[src/logic/fskcid_pkg.sv]
`default_nettype none
package fskcid_pkg;

  // ----------------------------------------------------------------
  // Clock and tone figures.
  // ----------------------------------------------------------------
  localparam int unsigned CLK_HZ        = 20_000_000;
  localparam int unsigned F_MARK_BELL   = 1200;
  localparam int unsigned F_SPACE_BELL  = 2200;
  localparam int unsigned F_MARK_V23    = 1300;
  localparam int unsigned F_SPACE_V23   = 2100;
  localparam int unsigned F_LOW_LIMIT   = 900;
  localparam int unsigned F_HIGH_LIMIT  = 2600;
  localparam int unsigned BAUD_NOM      = 1200;

  // ----------------------------------------------------------------
  // Times in microseconds, as printed, and the chosen working points.
  // ----------------------------------------------------------------
  localparam int unsigned T_PWRUP_MAX_US  = 50000;
  localparam int unsigned T_PWRUP_US      = 40000;
  localparam int unsigned T_PWRDN_MAX_US  = 1000;
  localparam int unsigned T_CD_ON_MAX_US  = 25000;
  localparam int unsigned T_CD_OFF_MIN_US = 8000;
  localparam int unsigned T_CD_OFF_US     = 10000;
  localparam int unsigned T_AL_ON_MIN_US  = 500;
  localparam int unsigned T_AL_ON_MAX_US  = 10000;
  localparam int unsigned T_AL_ON_US      = 5000;
  localparam int unsigned T_AL_OFF_MIN_US = 100;
  localparam int unsigned T_AL_OFF_MAX_US = 8000;
  localparam int unsigned T_AL_OFF_US     = 4000;
  localparam int unsigned CYC_PER_US      = CLK_HZ / 1_000_000;

  // ----------------------------------------------------------------
  // Cycle counts derived from the times and rates.
  // ----------------------------------------------------------------
  localparam int unsigned PWRUP_CYC_DEF  = T_PWRUP_US * CYC_PER_US;
  localparam int unsigned CD_OFF_CYC_DEF = T_CD_OFF_US * CYC_PER_US;
  localparam int unsigned AL_ON_CYC_DEF  = T_AL_ON_US * CYC_PER_US;
  localparam int unsigned AL_OFF_CYC_DEF = T_AL_OFF_US * CYC_PER_US;
  localparam int unsigned BIT_CYC_DEF    = CLK_HZ / BAUD_NOM;
  localparam int unsigned HALF_BIT_DEF   = BIT_CYC_DEF / 2;
  localparam int unsigned THR_BELL       = CLK_HZ / (2 * F_MARK_BELL) + CLK_HZ / (2 * F_SPACE_BELL);
  localparam int unsigned THR_V23        = CLK_HZ / (2 * F_MARK_V23) + CLK_HZ / (2 * F_SPACE_V23);
  localparam int unsigned PER_MIN        = CLK_HZ / F_HIGH_LIMIT;
  localparam int unsigned PER_MAX        = CLK_HZ / F_LOW_LIMIT;
  localparam int unsigned CD_HITS        = 10;
  localparam int          CNT_W          = 24;
  localparam int          PER_W          = 16;
  localparam int          NSYNC          = 6;

  // Positions of the pin inputs inside the synchroniser vector.
  localparam int SY_LINE = 0;
  localparam int SY_ALRT = 1;
  localparam int SY_MODE = 2;
  localparam int SY_V23  = 3;
  localparam int SY_PDN  = 4;
  localparam int SY_SCLK = 5;

  typedef enum logic [1:0] {FSKCID_OFF, FSKCID_WARM, FSKCID_ON} fskcid_pwr_t;

  // Longer period means lower tone, which is the mark (one).
  function automatic logic fskcid_classify(input logic [PER_W-1:0] per, input logic v23);
    fskcid_classify = (per >= (v23 ? PER_W'(THR_V23) : PER_W'(THR_BELL)));
  endfunction : fskcid_classify

  // A period is keyed data only inside the band of both standards.
  function automatic logic fskcid_in_band(input logic [PER_W-1:0] per);
    fskcid_in_band = (per >= PER_W'(PER_MIN)) && (per <= PER_W'(PER_MAX));
  endfunction : fskcid_in_band

endpackage : fskcid_pkg
`default_nettype wire

[src/logic/fskcid_core.sv]
`timescale 1ns/10ps
`default_nettype none
module fskcid_core
  import fskcid_pkg::*;
#(
  parameter int unsigned PWRUP_CYC  = PWRUP_CYC_DEF,
  parameter int unsigned CD_OFF_CYC = CD_OFF_CYC_DEF,
  parameter int unsigned AL_ON_CYC  = AL_ON_CYC_DEF,
  parameter int unsigned AL_OFF_CYC = AL_OFF_CYC_DEF,
  parameter int unsigned BIT_CYC    = BIT_CYC_DEF,
  parameter int unsigned HALF_BIT   = HALF_BIT_DEF
) (
  input  wire logic clk_sys,             // System clock, 20 MHz.
  input  wire logic rst_b,               // Asynchronous reset, active low.
  input  wire logic line_fsk,            // Sliced keyed line signal.
  input  wire logic alert_tone,          // Raw dual-tone detector level.
  input  wire logic mode_clocked,        // High selects host-clocked output.
  input  wire logic std_v23,             // High selects V.23 tones.
  input  wire logic power_down,          // High requests low power.
  input  wire logic host_shift_clock,    // Host shift clock.
  output logic      data_out,            // Recovered data bit.
  output logic      bit_ready_strobe_n,  // Bit ready, active low.
  output logic      carrier_present_n,   // Carrier detect, active low.
  output logic      alert_present_n,     // Alert tone present, active low.
  output logic      powered              // High when fully operational.
);

  // ----------------------------------------------------------------
  // Input synchronisers.
  // ----------------------------------------------------------------
  logic [NSYNC-1:0] meta_q;
  logic [NSYNC-1:0] sync_q;
  logic [NSYNC-1:0] prev_q;
  logic             line_rise;
  logic             sclk_rise;
  logic             active;

  // Two flops per pin; the third copy feeds the edge detectors.
  always_ff @(posedge clk_sys or negedge rst_b) begin
    if (!rst_b) begin
      meta_q <= '0;
      sync_q <= '0;
      prev_q <= '0;
    end else begin
      meta_q <= {host_shift_clock, power_down, std_v23, mode_clocked, alert_tone, line_fsk};
      sync_q <= meta_q;
      prev_q <= sync_q;
    end
  end

  assign line_rise = sync_q[SY_LINE] && !prev_q[SY_LINE];
  assign sclk_rise = sync_q[SY_SCLK] && !prev_q[SY_SCLK];

  // ----------------------------------------------------------------
  // Power sequencing.
  // ----------------------------------------------------------------
  fskcid_pwr_t      pwr_q;
  logic [CNT_W-1:0] warm_q;

  // Power-down takes effect at once; wake-up waits the settling time.
  always_ff @(posedge clk_sys or negedge rst_b) begin
    if (!rst_b) begin
      pwr_q  <= FSKCID_WARM;
      warm_q <= '0;
    end else begin
      case (pwr_q)
        FSKCID_OFF: begin
          warm_q <= '0;
          if (!sync_q[SY_PDN]) pwr_q <= FSKCID_WARM;
        end
        FSKCID_WARM: begin
          warm_q <= warm_q + CNT_W'(1);
          if (sync_q[SY_PDN]) pwr_q <= FSKCID_OFF;
          else if (warm_q >= CNT_W'(PWRUP_CYC - 1)) pwr_q <= FSKCID_ON;
        end
        FSKCID_ON: begin
          if (sync_q[SY_PDN]) pwr_q <= FSKCID_OFF;
        end
        default: pwr_q <= FSKCID_OFF;
      endcase
    end
  end

  assign active = (pwr_q == FSKCID_ON);

  always_ff @(posedge clk_sys or negedge rst_b) begin
    if (!rst_b) powered <= 1'b0;
    else        powered <= active && !sync_q[SY_PDN];
  end

  // ----------------------------------------------------------------
  // Tone demodulator.
  // ----------------------------------------------------------------
  logic [PER_W-1:0] per_q;
  logic             tone_q;
  logic             valid_q;

  // Measures the line period between rising edges and decides the tone.
  always_ff @(posedge clk_sys or negedge rst_b) begin
    if (!rst_b) begin
      per_q   <= '0;
      tone_q  <= 1'b1;
      valid_q <= 1'b0;
    end else begin
      valid_q <= 1'b0;
      if (!active) begin
        per_q  <= '0;
        tone_q <= 1'b1;
      end else if (line_rise) begin
        per_q <= PER_W'(1);
        if (fskcid_in_band(per_q)) begin
          tone_q  <= fskcid_classify(per_q, sync_q[SY_V23]);
          valid_q <= 1'b1;
        end
      end else if (per_q != '1) begin
        per_q <= per_q + PER_W'(1);
      end
    end
  end

  // ----------------------------------------------------------------
  // Carrier detect with hysteresis.
  // ----------------------------------------------------------------
  logic [3:0]       hits_q;
  logic [CNT_W-1:0] miss_q;

  // Eleven in-band periods assert carrier; a long silence releases it.
  always_ff @(posedge clk_sys or negedge rst_b) begin
    if (!rst_b) begin
      hits_q            <= '0;
      miss_q            <= '0;
      carrier_present_n <= 1'b1;
    end else if (!active) begin
      hits_q            <= '0;
      miss_q            <= '0;
      carrier_present_n <= 1'b1;
    end else if (valid_q) begin
      miss_q <= '0;
      if (hits_q != 4'(CD_HITS)) hits_q <= hits_q + 4'd1;
      else carrier_present_n <= 1'b0;
    end else if (miss_q >= CNT_W'(CD_OFF_CYC - 1)) begin
      hits_q            <= '0;
      carrier_present_n <= 1'b1;
    end else begin
      miss_q <= miss_q + CNT_W'(1);
      if (carrier_present_n && (per_q > PER_W'(PER_MAX))) hits_q <= '0;
    end
  end

  // ----------------------------------------------------------------
  // Dual-tone alert qualification.
  // ----------------------------------------------------------------
  logic [CNT_W-1:0] al_cnt_q;

  // The detector level must equal the active-low flag for the whole window.
  always_ff @(posedge clk_sys or negedge rst_b) begin
    if (!rst_b) begin
      al_cnt_q        <= '0;
      alert_present_n <= 1'b1;
    end else if (!active || (sync_q[SY_ALRT] != alert_present_n)) begin
      al_cnt_q        <= '0;
      alert_present_n <= active ? alert_present_n : 1'b1;
    end else if (alert_present_n && al_cnt_q >= CNT_W'(AL_ON_CYC - 1)) begin
      al_cnt_q        <= '0;
      alert_present_n <= 1'b0;
    end else if (!alert_present_n && al_cnt_q >= CNT_W'(AL_OFF_CYC - 1)) begin
      al_cnt_q        <= '0;
      alert_present_n <= 1'b1;
    end else begin
      al_cnt_q <= al_cnt_q + CNT_W'(1);
    end
  end

  // ----------------------------------------------------------------
  // Bit timing and output.
  // ----------------------------------------------------------------
  logic             tone_prev_q;
  logic [PER_W-1:0] baud_q;
  logic [PER_W-1:0] strb_q;
  logic             mid_bit;

  assign mid_bit = (baud_q == PER_W'(1));

  // Each tone change re-centres the bit timer, so rate drift is absorbed.
  always_ff @(posedge clk_sys or negedge rst_b) begin
    if (!rst_b) begin
      tone_prev_q <= 1'b1;
      baud_q      <= PER_W'(HALF_BIT);
    end else begin
      tone_prev_q <= tone_q;
      if (tone_q != tone_prev_q) baud_q <= PER_W'(HALF_BIT);
      else if (mid_bit) baud_q <= PER_W'(BIT_CYC);
      else baud_q <= baud_q - PER_W'(1);
    end
  end

  // Strobe falls at mid bit and rises on a shift clock or after half a bit.
  always_ff @(posedge clk_sys or negedge rst_b) begin
    if (!rst_b) begin
      bit_ready_strobe_n <= 1'b1;
      strb_q             <= '0;
      data_out           <= 1'b1;
    end else if (!active) begin
      bit_ready_strobe_n <= 1'b1;
      strb_q             <= '0;
      data_out           <= 1'b1;
    end else if (!sync_q[SY_MODE]) begin
      bit_ready_strobe_n <= 1'b1;
      strb_q             <= '0;
      data_out           <= tone_q;
    end else if (mid_bit && !carrier_present_n) begin
      bit_ready_strobe_n <= 1'b0;
      strb_q             <= '0;
      data_out           <= tone_q;
    end else if (!bit_ready_strobe_n) begin
      strb_q <= strb_q + PER_W'(1);
      if (sclk_rise || strb_q >= PER_W'(HALF_BIT - 1)) bit_ready_strobe_n <= 1'b1;
    end
  end
endmodule : fskcid_core
`default_nettype wire

[config.mk]
export PLATFORM = sky130hd
export DESIGN_NAME = fskcid_core
export DESIGN_NICKNAME = d
export VERILOG_FILES = /design/src/logic/fskcid_pkg.sv /design/src/logic/fskcid_core.sv
export SDC_FILE = /design/constraint.sdc
export NUM_CORES = 1
export LEC_CHECK = 0
export BUFFER_PORTS_ARGS = -buffer_cell sky130_fd_sc_hd__buf_4
export CORE_ASPECT_RATIO = 1.4
export CORE_UTILIZATION = 40
export CTS_CLUSTER_DIAMETER = 150
export DETAILED_ROUTE_END_ITERATION = 12
export GPL_ROUTABILITY_DRIVEN = 0
export PLACE_DENSITY_LB_ADDON = 0.05
export SLEW_MARGIN = 20
export SYNTH_ARGS = -nofsm -noshare
export SYNTH_HDL_FRONTEND = slang
export SYNTH_SLANG_ARGS = --single-unit
[constraint.sdc]
create_clock -name clk_sys -period 2.3 [get_ports clk_sys]
set_input_delay 0.345 -clock clk_sys [delete_from_list [all_inputs] [get_ports clk_sys]]
set_output_delay 0.345 -clock clk_sys [all_outputs]
set_load 0.05 [all_outputs]
==> results.md <==
* Reg2reg end: al_cnt_q[9]
* Post-synth EDFFs at 0
* Total congestion overflow at 0
* Family with the most delay on the worst path: compound AO/OA/AOI/OAI gates
* DP HPWL at 9450 um
* RSZ-0062 raised after global routing: false
* First-pass GRT wire length at 24400 um
* Final Power at 5530 uW
* FF-to-FF path depth at 7
* Worst Hold Launch: std_v23
* Initial drt markers at 280
* Mapped Area at 7120 um2
* Later-pin clock latency in the skew report at 0.41 ns
* Fin. Hold Viols at 0
* Initial Util at 0.409
* Synth async-reset ratio at 1.00
* Synth unique cells at 57
* Final setup TNS at 0 ns
* Die H at 160 um
* Crit path cell chain: ha_1, nand4_1, o21ai_1, a211o_1, a211o_1, a211o_4, nor2_1
* CTS sink cnt at 148
* Met3 WL post-DR at 334 um
* Clk root buf: clkbuf_16
* Fillers at 1683
* Count of buffer and inverter cells on the critical path at 0
* Crit path time final at 2.12 ns
* Setup violations, final at 0
* Rel. slew slack at 0.620
* Fin crit share at 0.922
* Peak VDD IR at 415 uV
* Die W at 115 um
* Top FF cell, synth: dfrtp_1
* Top layer reached by signal wires: met4
* Number of global-route vias before repair at 5184
* Final nets at 767
* Total GRT Usage at 0.167
* Setup Skew at 0.00723 ns
* Most frequent cells in the layout: dfrtp_1, nor2_1, xor2_1
* Wire length on met2 at 6970 um
* Status: completed
* Kind of critical path: register to register
* Arr. time, crit path at 2.46 ns
* Seq cells post-synth at 148
* Hold path depth at 1
* # H-tree levels at 4
* Yosys warns at 0
* Fmax at 471 MHz
* Max-Cap Viols at 0
* Drt wl/cell at 13.8 um
* Reg2Reg Launch Point: al_cnt_q[0]
* Critical Path Max Stage Delay at 0.41 ns
* # diodes at 0
* Full die area at 18300 um2
* Antenna violations before repair at 0
* Routed length on met1 at 6100 um
* Multi-input gate area at 3260 um2
* Worst hold endpoint: meta_q[3]
* CP max FO at 17
* CP Launch Type: register
* Max Root-Sink Buffers at 2
* Input/output buffers at 12
* Final slew viol count at 0
* Vias per cell at 5.14
* Inserted Clock Buffers at 17
* Vias at 5089
* Worst slew pin tran at 0.570 ns
* Synthesized area per cell at 10.1 um2
* Worst min-delay path class: input port to register
* # DRC at 0
* Syn Inst Count at 705
* Row count at 57
* Static Leak at 0.00348 uW
* Total wire length at 13600 um
* Largest net degree at the start of global routing at 58
* Clk slew on worst S/H paths at 0.06 ns
* Critical-path top delay cell: dfrtp_1
* R2R setup slack at 0.18 ns
* Share of layout cells above drive strength 1 at 0.114
* I/O Pins at 13
* Post-route ant nets at 0
* FF+latch area at 3720 um2
* First-pass DRT Iterations at 4
* Total core area at 17400 um2
* CTS tree: yes
* Most used cell, CP: a211o_1
* WP data required at 2.64 ns
* Seq/Total Area, Yosys at 0.522
* Synth-to-Final Area Change at 15.7%
* PwrDens at 671 nW/um2
* Critical path endpoint category: register
* Commonest non-fill, non-tap cell in the layout: dfrtp_1
==> per-stage QoR <==
step | util | cell area [um2] | hold WS [ns] | cells | worst slack, ns
2_1_floorplan | - | 7140 | 0.0494 | 711 | 0.222
3_3_place_gp | 0.438 | 7620 | 0.334 | 957 | 0.116
3_5_place_dp | 0.438 | 7620 | 0.335 | 957 | 0.0547
4_1_cts | 0.473 | 8230 | 0.0132 | 990 | 0.0327
5_1_grt | 0.473 | 8240 | 0.00642 | 990 | 0.00277
6_report | 0.473 | 8240 | 0.0336 | 990 | 0.179
==> cells in the mapped netlist, types with 3 or more instances <==
| cell type | n | area [um2] |
|---|---|---|
| nand2_1 | 42 | 158 |
| nand2b_1 | 6 | 37.5 |
| nor4_1 | 13 | 81.3 |
| dfrtp_1 | 136 | 3400 |
| o21a_1 | 3 | 22.5 |
| ha_1 | 18 | 225 |
| o21ai_0 | 20 | 100 |
| nor2b_1 | 6 | 37.5 |
| inv_1 | 16 | 60.1 |
| buf_2 | 4 | 20.0 |
| or3_1 | 7 | 43.8 |
| a211oi_1 | 3 | 22.5 |
| xor2_1 | 56 | 490 |
| o211ai_1 | 3 | 22.5 |
| nand4_1 | 19 | 119 |
| dfstp_2 | 12 | 315 |
| and3_1 | 18 | 113 |
| clkbuf_1 | 14 | 52.6 |
| nor3b_1 | 3 | 22.5 |
| and4_1 | 3 | 26.3 |
| nand4b_1 | 3 | 26.3 |
| a21o_1 | 3 | 22.5 |
| and2_1 | 15 | 93.8 |
| nor3_1 | 23 | 115 |
| nand3_1 | 42 | 210 |
| or4_1 | 6 | 45.0 |
| nor2_1 | 110 | 413 |
| a21oi_1 | 24 | 120 |
| a22o_1 | 6 | 52.6 |
| xnor2_1 | 32 | 280 |
| a211o_1 | 4 | 35.0 |
| a31oi_1 | 3 | 18.8 |
==> state kept, by name, indices dropped and copies added (netlist names), 2 cells and up <==
register  flops
strb_q       16
hits_q        4
warm_q       24
per_q        16
al_cnt_q     24
sync_q        6
prev_q        2
miss_q       24
meta_q        6
pwr_q         2
baud_q       16
==> cells by family (layout without fill, tap and decap cells) <==
group	after synthesis	count (layout)	share of synthesized area
xor+xnor	88	88	0.108
mux	4	4	0.00597
compound gates	84	84	0.0794
simple gates	324	324	0.228
buf+inv	38	81	0.0244
other cells	1	7	0.000527
flops	148	148	0.522
fa+ha+maj	18	18	0.0316
==> power by group <==
part	switching [uW]	internal (uW)	leakage, uW	total (uW)
registers	15.1	2630	0.00196	2640
logic	69.9	32.6	0.00124	103
clock network	1090	1690	0.000274	2780
total	1180	4350	0.00348	5530
==> worst max path at each step <==
| stage | startpoint | to | cells after the start | slack (ns) |
|---|---|---|---|---|
| 6_report | al_cnt_q[0] | al_cnt_q[9] | 7 | 0.18 |
| 5_1_grt | al_cnt_q[0] | al_cnt_q[14] | 7 | 0.003 |
| 4_1_cts | al_cnt_q[0] | al_cnt_q[9] | 7 | 0.03 |
| 3_5_place_dp | al_cnt_q[0] | al_cnt_q[9] | 7 | 0.05 |
| 3_3_place_gp | al_cnt_q[0] | al_cnt_q[0] | 7 | 0.12 |
| 2_1_floorplan | al_cnt_q[0] | al_cnt_q[16] | 9 | 0.22 |
==> final cells by class <==
class / count / share of cell area
clock buffers: 21 / 0.0571
clock inverters: 11 / 0.0155
inverters: 16 / 0.00729
multi-input cells: 525 / 0.396
flip-flops and latches: 148 / 0.451
well taps: 236 / 0.0358
repair buffers: 33 / 0.0369
==> worst register-to-register path, cell delays in order, from the launching register on <==
cell and delay, ns:
dfrtp_1 0.41, ha_1 0.26, nand4_1 0.14, o21ai_1 0.09
a211o_1 0.29, a211o_1 0.31, a211o_4 0.41, nor2_1 0.14
==> routing by layer <==
metal | up-vias | global-route usage
met5 | - | 0
met4 | 0 | 0.0561
met3 | 17 | 0.0361
met2 | 60 | 0.288
met1 | 2500 | 0.204
li1 | 2512 | -
==> repair_timing <==
| action | 4_1_cts | 5_1_grt |
|---|---|---|
| hold buffers | 1 | 0 |
| hold endpoints to repair | 48 | 0 |
| resized for setup | 0 | 3 |
| endpoints found under the setup margin | 0 | 17 |
| setup buffers | 0 | 0 |
(Power assumes the default switching activity.)
